==> src/rtl/cond_jump_params.svh <==
/*
  Constants of the conditional jump unit: opcodes, field positions,
  register offsets and reset values.
  Assumes inclusion by bare name from the design files.
*/
`ifndef COND_JUMP_PARAMS_SVH
`define COND_JUMP_PARAMS_SVH

`define OPC_HI 15
`define OPC_LO 10
`define OPC_REL_CR 6'h08
`define OPC_ABS_FBK 6'h0E
`define OPC_REL_FBK 6'h05
`define ABS_FBK_TAIL 4'h4
`define TAIL_HI 3
`define POL_BIT 9
`define SEL_HI 8
`define SEL_LO 5
`define OFS_HI 4
`define OFS_LO 0
`define TREG_BIT 4

`define ADDR_CORE_A_CTRL 8'h00
`define ADDR_CORE_B_CTRL 8'h04
`define ADDR_JUMP_REG0 8'h08
`define ADDR_JUMP_REG1 8'h0C
`define ADDR_CORE_SEL 8'h10
`define ADDR_STATUS 8'h14

`define CTRL_RST 16'h0000
`define PC_RST 16'h0000

`endif

==> src/rtl/cond_jump_pkg.sv <==
/*
  Types shared by the conditional jump unit.
  Assumes nothing beyond a SystemVerilog compiler.
*/
`default_nettype none
package cond_jump_pkg;
  typedef enum logic [1:0] {
    JK_NONE = 2'b00,
    JK_REL_CR = 2'b01,
    JK_ABS_FBK = 2'b10,
    JK_REL_FBK = 2'b11
  } jump_kind_t;
  typedef logic [15:0] word_t;
  typedef logic [3:0] sel_t;
endpackage
`default_nettype wire

==> src/rtl/cond_sel_if.sv <==
/*
  Carrier between the jump unit and its condition selector.
  Assumes both ends run on the same clock.
*/
`default_nettype none
interface cond_sel_if;
  import cond_jump_pkg::*;
  word_t ctrl_word;
  word_t fbk_word;
  sel_t ctrl_bit_selector;
  sel_t feedback_selector;
  logic polarity;
  logic ctrl_cond;
  logic fbk_cond;
  modport unit (output ctrl_word, fbk_word, ctrl_bit_selector, feedback_selector,
    polarity, input ctrl_cond, fbk_cond);
  modport sel (input ctrl_word, fbk_word, ctrl_bit_selector, feedback_selector,
    polarity, output ctrl_cond, fbk_cond);
endinterface
`default_nettype wire

==> src/rtl/microcore_cond_jump_unit.sv <==
/*
  Conditional jump unit of a microcore: decodes three conditional jumps,
  keeps the program counter, and holds control and jump registers on Avalon-MM.
  Assumes instruction words arrive on clk; feedback levels are asynchronous.
*/
// The Avalon-MM interface to the registers and the address map are this design's own decisions.
`include "cond_jump_params.svh"
`default_nettype none
module microcore_cond_jump_unit #(
  parameter int PC_W = 10
) (
  input wire logic clk,
  input wire logic rst,
  input wire cond_jump_pkg::word_t instr_word,
  input wire logic instr_valid,
  input wire cond_jump_pkg::word_t drv_feedback,
  input wire logic [7:0] avs_address,
  input wire logic avs_read,
  input wire logic avs_write,
  input wire logic [31:0] avs_writedata,
  output logic [31:0] avs_readdata,
  output logic avs_waitrequest,
  output logic [PC_W-1:0] core_program_counter,
  output logic jump_taken,
  output logic instr_done
);
  import cond_jump_pkg::*;

  function automatic jump_kind_t decode(input word_t w);
    if (w[`OPC_HI:`OPC_LO] == `OPC_REL_CR) begin
      decode = JK_REL_CR;
    end else if (w[`OPC_HI:`OPC_LO] == `OPC_ABS_FBK && w[`TAIL_HI:0] == `ABS_FBK_TAIL) begin
      decode = JK_ABS_FBK;
    end else if (w[`OPC_HI:`OPC_LO] == `OPC_REL_FBK) begin
      decode = JK_REL_FBK;
    end else begin
      decode = JK_NONE;
    end
  endfunction

  function automatic logic [PC_W-1:0] rel_target(input logic [PC_W-1:0] pc, input word_t w);
    logic [PC_W-1:0] ofs;
    ofs = PC_W'($signed(w[`OFS_HI:`OFS_LO]));
    rel_target = pc + ofs;
  endfunction

  // feedback levels come from analog comparators, so two flops first
  word_t fbk_meta_r, fbk_sync_r;
  always_ff @(posedge clk or posedge rst) begin
    if (rst) begin
      fbk_meta_r <= 16'h0000;
      fbk_sync_r <= 16'h0000;
    end else begin
      fbk_meta_r <= drv_feedback;
      fbk_sync_r <= fbk_meta_r;
    end
  end

  // register file state
  word_t core_a_control_register_r, core_a_control_register_nxt;
  word_t core_b_control_register_r, core_b_control_register_nxt;
  logic [PC_W-1:0] jump_target_registers_r [2];
  logic [PC_W-1:0] jump_target_registers_nxt [2];
  logic core_sel_r, core_sel_nxt;
  logic [31:0] rdata_r, rdata_nxt;
  logic wait_r, wait_nxt;

  // program counter state
  logic [PC_W-1:0] pc_r, pc_nxt;
  logic taken_r, taken_nxt;
  logic done_r, done_nxt;

  cond_sel_if cs ();
  cond_select u_sel (
    .cs(cs)
  );

  jump_kind_t kind;
  logic cond_ok;

  always_comb begin
    kind = decode(instr_word);
    // control bit comes from whichever core this unit serves
    cs.ctrl_word = core_sel_r ? core_b_control_register_r : core_a_control_register_r;
    cs.fbk_word = fbk_sync_r;
    cs.ctrl_bit_selector = instr_word[`SEL_HI:`SEL_LO];
    cs.feedback_selector = instr_word[`SEL_HI:`SEL_LO];
    cs.polarity = instr_word[`POL_BIT];
    cond_ok = (kind == JK_REL_CR) ? cs.ctrl_cond : cs.fbk_cond;
  end

  always_comb begin
    pc_nxt = pc_r;
    taken_nxt = 1'b0;
    done_nxt = 1'b0;
    if (instr_valid) begin
      done_nxt = 1'b1;
      pc_nxt = pc_r + PC_W'(1);
      if (kind != JK_NONE && cond_ok) begin
        taken_nxt = 1'b1;
        if (kind == JK_ABS_FBK) begin
          pc_nxt = jump_target_registers_r[instr_word[`TREG_BIT]];
        end else begin
          pc_nxt = rel_target(pc_r, instr_word);
        end
      end
    end
  end

  always_ff @(posedge clk or posedge rst) begin
    if (rst) begin
      pc_r <= PC_W'(`PC_RST);
      taken_r <= 1'b0;
      done_r <= 1'b0;
    end else begin
      pc_r <= pc_nxt;
      taken_r <= taken_nxt;
      done_r <= done_nxt;
    end
  end

  // one wait state per access: request seen, answer on the next edge
  logic wr_go;
  always_comb begin
    wr_go = avs_write && !wait_r;
    core_a_control_register_nxt = core_a_control_register_r;
    core_b_control_register_nxt = core_b_control_register_r;
    jump_target_registers_nxt = jump_target_registers_r;
    core_sel_nxt = core_sel_r;
    wait_nxt = !((avs_read || avs_write) && wait_r);
    rdata_nxt = rdata_r;
    if (wr_go) begin
      if (avs_address == `ADDR_CORE_A_CTRL) begin
        core_a_control_register_nxt = avs_writedata[15:0];
      end else if (avs_address == `ADDR_CORE_B_CTRL) begin
        core_b_control_register_nxt = avs_writedata[15:0];
      end else if (avs_address == `ADDR_JUMP_REG0) begin
        jump_target_registers_nxt[0] = avs_writedata[PC_W-1:0];
      end else if (avs_address == `ADDR_JUMP_REG1) begin
        jump_target_registers_nxt[1] = avs_writedata[PC_W-1:0];
      end else if (avs_address == `ADDR_CORE_SEL) begin
        core_sel_nxt = avs_writedata[0];
      end
    end
    if (avs_read && wait_r) begin
      if (avs_address == `ADDR_CORE_A_CTRL) begin
        rdata_nxt = {16'h0000, core_a_control_register_r};
      end else if (avs_address == `ADDR_CORE_B_CTRL) begin
        rdata_nxt = {16'h0000, core_b_control_register_r};
      end else if (avs_address == `ADDR_JUMP_REG0) begin
        rdata_nxt = 32'(jump_target_registers_r[0]);
      end else if (avs_address == `ADDR_JUMP_REG1) begin
        rdata_nxt = 32'(jump_target_registers_r[1]);
      end else if (avs_address == `ADDR_CORE_SEL) begin
        rdata_nxt = {31'h0, core_sel_r};
      end else if (avs_address == `ADDR_STATUS) begin
        rdata_nxt = {15'h0, taken_r, 16'(pc_r)};
      end else begin
        rdata_nxt = 32'h00000000;
      end
    end
  end

  always_ff @(posedge clk or posedge rst) begin
    if (rst) begin
      core_a_control_register_r <= `CTRL_RST;
      core_b_control_register_r <= `CTRL_RST;
      jump_target_registers_r[0] <= PC_W'(`PC_RST);
      jump_target_registers_r[1] <= PC_W'(`PC_RST);
      core_sel_r <= 1'b0;
      rdata_r <= 32'h00000000;
      wait_r <= 1'b1;
    end else begin
      core_a_control_register_r <= core_a_control_register_nxt;
      core_b_control_register_r <= core_b_control_register_nxt;
      jump_target_registers_r <= jump_target_registers_nxt;
      core_sel_r <= core_sel_nxt;
      rdata_r <= rdata_nxt;
      wait_r <= wait_nxt;
    end
  end

  assign avs_readdata = rdata_r;
  assign avs_waitrequest = wait_r;
  assign core_program_counter = pc_r;
  assign jump_taken = taken_r;
  assign instr_done = done_r;

  // independent reference for the checks below
  logic [PC_W-1:0] ref_rel, ref_ofs, ref_abs;
  logic ref_cbit, ref_fbit;
  word_t ref_cw;
  always_comb begin
    ref_ofs = {{(PC_W-5){instr_word[4]}}, instr_word[4:0]};
    ref_rel = pc_r + ref_ofs;
    ref_abs = jump_target_registers_r[instr_word[4]];
    ref_cw = core_sel_r ? core_b_control_register_r : core_a_control_register_r;
    ref_cbit = ref_cw[instr_word[8:5]];
    ref_fbit = fbk_sync_r[instr_word[8:5]];
  end
endmodule // microcore_cond_jump_unit
`default_nettype wire

==> src/rtl/cond_select.sv <==
/*
  Condition selector: picks one control or feedback bit and applies polarity.
  Assumes feedback word already synchronised, bit order as the selector codes.
*/
`default_nettype none
module cond_select (
  cond_sel_if.sel cs
);
  import cond_jump_pkg::*;

  // true when the bit equals the polarity level
  function automatic logic pick(input word_t w, input sel_t s, input logic pol);
    pick = (w[s] == pol);
  endfunction

  always_comb begin
    cs.ctrl_cond = pick(cs.ctrl_word, cs.ctrl_bit_selector, cs.polarity);
    cs.fbk_cond = pick(cs.fbk_word, cs.feedback_selector, cs.polarity);
  end
endmodule // cond_select
`default_nettype wire

==> config.mk <==
export PLATFORM = sky130hd
export DESIGN_NAME = microcore_cond_jump_unit
export DESIGN_NICKNAME = d
export VERILOG_FILES = /design/src/rtl/cond_jump_pkg.sv /design/src/rtl/cond_sel_if.sv /design/src/rtl/microcore_cond_jump_unit.sv /design/src/rtl/cond_select.sv
export VERILOG_INCLUDE_DIRS = /design/src /design/src/rtl
export SDC_FILE = /design/constraint.sdc
export NUM_CORES = 1
export LEC_CHECK = 0
export ABC_AREA = 1
export BUFFER_PORTS_ARGS = -buffer_cell sky130_fd_sc_hd__buf_2
export CAP_MARGIN = 20
export CORE_AREA = 5 5 148 150
export DETAILED_ROUTE_END_ITERATION = 10
export DIE_AREA = 0 0 153 155
export MAX_ROUTING_LAYER = met4
export PLACE_DENSITY = 0.59
export SETUP_SLACK_MARGIN = 0.3
export SLEW_MARGIN = 10
export SYNTH_ARGS = -nofsm -noshare
export SYNTH_HDL_FRONTEND = slang
export SYNTH_SLANG_ARGS = --single-unit
export TNS_END_PERCENT = 5
==> constraint.sdc <==
create_clock -name clk -period 7.14 [get_ports clk]
set_input_delay 0.714 -clock clk [delete_from_list [all_inputs] [get_ports clk]]
set_output_delay 0.714 -clock clk [all_outputs]
set_load 0.05 [all_outputs]
==> impl_results.md, run 1 <==
- Fraction of layout instances using a drive strength above 1: 0.166
- Antenna-violating nets left: 0
- Cell-by-cell listing of the critical path: buf_2 > or2_1 > nor3_2 > inv_1 > nor2_1 > nand2_1 > o21ai_0
- Count of cell instances traversed by the critical path: 7
- Hold Vio Cnt, Final: 0
- Setup total negative slack: 0 ns
- Routed len/inst: 14.3 um
- Synth top area cells: sky130_fd_sc_hd__dfrtp_1, sky130_fd_sc_hd__nand2_1, sky130_fd_sc_hd__inv_1, sky130_fd_sc_hd__nand3_1, sky130_fd_sc_hd__o21ai_0
- Clock buffer depth: 2
- Finished Layout Cells: 1131
- Worst slew margin relative to its limit: 0.291
- Crit path required time: 7.46 ns
- Place WS: 3.62 ns
- Unrepaired setup endpoints after global routing: false
- Y dimension of the die: 155 um
- Outcome: completed
- Global-route wire length before repair: 26300 um
- Post-synthesis instance area: around 6000 um2
- Clock insertion delay at the later pin of the skew report: 0.43 ns
- Static leakage: 3.61 nW
- Post-CTS Hold Buffers: 0
- Area Overhead vs Synth: 19.4%
- Top-Level Pins: approximately 120
- Residual DRC count: 0
- Number of buffers inserted during clock tree synthesis: 17
- Avg Inst Size Synth: 7.91 um2
- Net count, final: 931
- Sequential fraction of the synthesis area: 0.478
- PortBufs: 90
- Number of rows created at floorplan: 53
- Vias: 5118
- TritonCTS clock tree: yes
- Achievable clock frequency: 319 MHz
- Count of cells resized by post-cts repair: 0
- Final worst slack: ~4 ns
- Family with the most delay on the worst path: simple AND/OR/NAND/NOR gates
- Number of antenna violations at the first check in global routing: 0
- Fin util: 0.350
- CTS clock-pin slew for the worst setup and hold paths: 0.05 ns
- Cells after DPL: 1099
- Worst IR Drop VDD: 0.178 mV
- Cell chosen for the clock root: sky130_fd_sc_hd__clkbuf_16
- Worst clock skew: about 0.0078 ns
- H-tree levels: 4
- Arrival time worst endpoint: about 3.5 ns
- Period utilization: 0.439
- Slew of the pin with the lowest slew margin: approximately 1.1 ns
- Grt total ovfl: 0
- Reg-to-reg slack, setup: about 4.8 ns
- Cell-internal power: 0.00140 W
- Number of clock sinks: 115
- Initial DRC Count: around 320
- HPWL Detailed: 11600 um
- Gp weighted congestion: 0.862
- R2r endpoint: core_program_counter[6]
- Most instantiated flip-flop cell in the synthesis netlist: sky130_fd_sc_hd__dfrtp_1
- Net Sw Frac: 0.340
- Routed vias/inst: around 4.5
- Effective utilization at floorplan: 0.293
- Path class of the lowest-slack min-delay path: in -> async
- Count of maximum capacitance violations: 0
- Number of synthesized register bits: 115
- Power spent charging and discharging nets: 0.000720 W
- Power per cell area: 294 nW/um2
- Slowest stage delay, CP: roughly 0.89 ns
- Maximum fanout count along the critical path: 32
- Bufs and invs on worst path: 2
- Combinational Power Share: 0.229
- Total of warnings raised by yosys: 0
- Global-route usage over all layers: 0.145
- Fraction of synthesis flops using an asynchronous set or reset pin: 1.00
- Routed wire length: 16200 um
- Count of inserted antenna diode cells: 0
- Number of global-route vias before repair: between 4000 and 5000
- Share of total power in the clock network: 0.413
- Number of synthesized flops with an enable pin: 0
- Worst Reg2Reg Path Length in Cells: 15
- Top cell type's share of synthesized area: 0.473
- CP startpoint kind: input port
- Biggest area consumer among synthesized cells: sky130_fd_sc_hd__dfrtp_1
- Worst Setup End Kind: register
- Share of total power in sequential cells: 0.359
- Die area: 23700 um2
- Cell types with the highest counts after synthesis: sky130_fd_sc_hd__nand2_1, sky130_fd_sc_hd__dfrtp_1, sky130_fd_sc_hd__inv_1
- Core Box Area: between 20000 and 25000 um2
- Die width: 153 um
- Count of unique library cells instantiated by Yosys: 44
- Buffers inserted during post-CTS setup optimization: 0
- Maximum number of pins on one net before global-route repair: 77
- Total count of max-transition violations in the final report: 0
- Max stage delay cell, worst path: sky130_fd_sc_hd__nand2_1
- Final Setup Violations: 0
- Count of mapped cells out of synthesis: 762
- Critical path type: in -> reg
- Most repeated cell in the gate-level netlist after synthesis: sky130_fd_sc_hd__nand2_1
- Final worst path period need: 3.13 ns
- First-pass iteration count of the detailed router: 5
- Startpoint of the lowest-slack register-to-register path: core_sel_r
-- per-stage QoR --
step,total power [W],cell area [um2],hold slack [ns]
finish,0.00211,7190,0.311
global route,0.00222,7190,0.353
CTS,0.00213,7190,0.324
detailed placement,0.00126,6590,0.335
global placement,0.00125,6590,0.334
floorplan,0.00113,6080,0.331
-- per-layer routing --
layer,global-route usage,share of wire,up-vias,routed length (um)
li1,-,-,2591,-
met1,0.182,0.46,2378,7420
met2,0.225,0.46,126,7510
met3,0.0439,0.058,23,945
met4,0.0462,0.020,0,326
met5,-,0,-,0
-- flip-flops by register name, indices dropped and copies added (netlist names), 10 cells and up --
register,count
avs_readdata,17
core_a_control_register_r,16
core_program_counter,10
fbk_meta_r,16
core_b_control_register_r,16
cs.fbk_word,16
jump_target_registers_r,20
-- area by class of cell --
class	count	area [um2]
Clock buffer	17	425
Clock inverter	15	183
Fill cell	2169	13400
Inverter	87	329
Multi-Input combinational cell	529	2560
Sequential cell	115	2880
Tap cell	275	344
Timing Repair Buffer	93	473
-- how the worst max path moves through the flow --
stage,startpoint,slack [ns],endpoint
final,avs_address[7],4.01,core_a_control_register_r[9]
after global routing,avs_address[7],3.74,jump_target_registers_r[8]
after CTS,avs_address[7],4.05,core_a_control_register_r[9]
after detailed placement,avs_address[1],3.62,core_a_control_register_r[9]
after global placement,avs_address[1],3.68,core_a_control_register_r[13]
after floorplan,rst,3.38,avs_readdata[0]
-- cells in the final DEF (no fill, tap or decap), drive strengths merged, types with 2 or more instances in the layout --
| cell | netlist | routed |
|---|---|---|
| o22ai | 5 | 5 |
| clkbuf | 7 | 17 |
| a21oi | 26 | 26 |
| ha | 10 | 10 |
| bufinv | 0 | 3 |
| clkinv | 1 | 9 |
| or2 | 3 | 3 |
| o211ai | 3 | 3 |
| o221ai | 3 | 3 |
| mux2i | 2 | 2 |
| xnor2 | 3 | 3 |
| xor2 | 11 | 11 |
| nand2 | 254 | 254 |
| nand4 | 13 | 13 |
| conb | 1 | 15 |
| buf | 38 | 93 |
| o2111ai | 4 | 4 |
| a41oi | 2 | 2 |
| o21ai | 69 | 69 |
| nand3 | 61 | 61 |
| a221oi | 3 | 3 |
| nor2 | 28 | 28 |
| inv | 86 | 89 |
| dfrtp | 114 | 114 |
| nor3 | 7 | 7 |
-- kinds of logic after synthesis --
kind of cell,share of synthesized area
simple gates,0.257
mux,0.00332
xor+xnor,0.0203
fa+ha+maj,0.0241
compound gates,0.111
buf+inv,0.106
flops,0.478
other cells,0.000622
-- power groups by stage --
stage / logic (W) / clock network [W] / registers (W)
3_5_place_dp: 0.000486 / 0 / 0.000772
4_1_cts: 0.000488 / 0.000886 / 0.000761
5_1_grt: 0.000535 / 0.000919 / 0.000768
3_3_place_gp: 0.000481 / 0 / 0.000771
2_1_floorplan: 0.000266 / 0 / 0.000867
6_report: 0.000483 / 0.000872 / 0.000759
(Power assumes the default switching activity.)
==> run 2, diff against run 1 <==
- PLACE_DENSITY: 0.59 -> 0.61
- clock period: 7.14 -> 2.6 ns (I/O delays scaled with it)
==> impl_results.md, run 2 (synthesized netlist as in run 1, its figures left out) <==
- Family with the most delay on the worst path: simple AND/OR/NAND/NOR gates
- Die width: approximately 150 um
- Die area: approximately 24000 um2
- Number of rows created at floorplan: 53
- First-pass iteration count of the detailed router: 4
- Max stage delay cell, worst path: sky130_fd_sc_hd__fa_1
- Top library cells by usage in the layout, fill and taps aside: sky130_fd_sc_hd__nand2_1, sky130_fd_sc_hd__dfrtp_1, sky130_fd_sc_hd__buf_2
- H-tree levels: 4
- Most common cell after layout, fill and taps aside: sky130_fd_sc_hd__nand2_1
- Count of cells resized by post-cts repair: 0
- Routed wire length on met2: 7710 um
- Routed wire length: 16600 um
- Bufs and invs on worst path: 1
- Slew of the pin with the lowest slew margin: ~0.63 ns
- Static leakage: 3.71 nW
- CP startpoint kind: register
- Total met3 wirelength after detailed routing: 1000 um
- HPWL Detailed: 12000 um
- Crit path required time: 2.90 ns
- Power per cell area: 776 nW/um2
- Worst IR Drop VDD: ~0.44 mV
- Worst Setup End Kind: register
- Effective utilization at floorplan: 0.293
- Period utilization: 0.799
- Routed len/inst: 14.3 um
- Startpoint of the lowest-slack register-to-register path: core_program_counter[0]
- Clock buffer depth: 2
- Number of antenna violations at the first check in global routing: 0
- Fraction of layout instances using a drive strength above 1: 0.170
- Maximum fanout count along the critical path: 4
- Grt total ovfl: 0
- Vias: 5298
- Global-route usage over all layers: 0.145
- Critical path type: reg -> reg
- Top-Level Pins: 122
- Area Overhead vs Synth: 23.1%
- Worst slew margin relative to its limit: 0.578
- Cell chosen for the clock root: sky130_fd_sc_hd__clkbuf_16
- Worst Reg2Reg Path Length in Cells: 12
- Unrepaired setup endpoints after global routing: false
- Path class of the lowest-slack min-delay path: in -> async
- Hold Vio Cnt, Final: 0
- Number of clock sinks: 115
- Most used cell, CP: sky130_fd_sc_hd__nand3_1
- Slowest stage delay, CP: around 0.45 ns
- Highest layer used for signal routing: met4
- Y dimension of the die: 155 um
- Final Setup Violations: 0
- Gp weighted congestion: just under 0.9
- Final worst path period need: 2.08 ns
- Maximum number of pins on one net before global-route repair: 116
- Number of buffers inserted during clock tree synthesis: 17
- Total count of max-transition violations in the final report: 0
- Outcome: completed
- Core Box Area: 20600 um2
- Worst clock skew: 0.00731 ns
- Final Power: 0.00576 W
- Residual DRC count: 0
- TritonCTS clock tree: yes
- Setup total negative slack: 0 ns
- Count of maximum capacitance violations: 0
- Hold Worst Slack: approximately 0.012 ns
- Initial DRC Count: 303
- Count of inserted antenna diode cells: 0
- PortBufs: 90
- Antenna-violating nets left: 0
- CTS clock-pin slew for the worst setup and hold paths: 0.05 ns
- Max FFs per register: 20
- R2r endpoint: core_program_counter[8]
- Clock insertion delay at the later pin of the skew report: 0.42 ns
- Arrival time worst endpoint: 2.38 ns
- Cell-by-cell listing of the critical path: ha_1 > fa_1 > nand3_1 > nand2_1 > nand3_1 > nand3_1 > nand2_1 > o21ai_0 > inv_1 > nand4_1 > nand3_1 > nand2_1
- Global-route wire length before repair: 26800 um
- Number of global-route vias before repair: 5118
- Net count, final: 958
- Achievable clock frequency: ~480 MHz
- Register bank with the most flops: jump_target_registers_r
- Routed vias/inst: 4.58
- Reg-to-reg slack, setup: 0.52 ns
- Layout filler cell count: 2194
- M1 WL: 7670 um
-- run 2: worst max-delay path by stage --
| stage | startpoint | endpoint | slack [ns] | depth (start not counted) |
|---|---|---|---|---|
| after global routing | core_program_counter[0] | core_program_counter[8] | 0.40 | 12 |
| after CTS | core_program_counter[0] | core_program_counter[8] | 0.53 | 12 |
| after detailed placement | avs_address[1] | core_b_control_register_r[0] | 0.25 | 7 |
| after floorplan | core_program_counter[0] | core_program_counter[8] | 0.45 | 12 |
| after global placement | avs_address[1] | core_b_control_register_r[13] | 0.37 | 7 |
| final | core_program_counter[0] | core_program_counter[8] | 0.52 | 12 |
-- run 2: worst register-to-register path, delay by kind of cell, from the launching register on --
family	cells	cell delay (ns)
DFF	1	0.39
buffers and inverters	1	0.07
adders and majority gates	2	0.70
and+or+nand+nor	8	0.71
AOI/OAI and AO/OA	1	0.09
-- run 2: per-layer routing --
layer	global-route usage	up-vias
met5	-	-
met4	0.0412	0
met3	0.0364	15
met2	0.226	146
met1	0.188	2496
li1	-	2641
-- run 2: stage by stage --
step	cell area [um2]	cells	worst slack, ns	util
after global placement	6680	1109	0.366	0.325
after CTS	7420	1157	0.525	0.361
after detailed placement	6680	1109	0.249	0.325
after global routing	7420	1157	0.399	0.361
after floorplan	6080	776	0.455	-
final	7420	1157	0.522	0.361
-- run 2: power by group --
part	switching, W	internal, W
sequential	0.000154	0.00193
combinational	0.000974	0.000433
clock	0.000843	0.00143
total	0.00197	0.00379
-- run 2: area by class of cell --
| type | instances | area, um2 | area share |
|---|---|---|---|
| Timing Repair Buffer | 120 | 731 | 0.0985 |
| Sequential cell | 115 | 2880 | 0.388 |
| Clock inverter | 12 | 133 | 0.0179 |
| Tap cell | 275 | 344 | 0.0464 |
| Clock buffer | 19 | 443 | 0.0597 |
| Inverter | 87 | 330 | 0.0445 |
| Multi-Input combinational cell | 529 | 2560 | 0.345 |
-- run 2: timing repair --
item	4_1_cts	5_1_grt
setup buffers	0	0
hold endpoints to repair	17	0
hold buffers	17	0
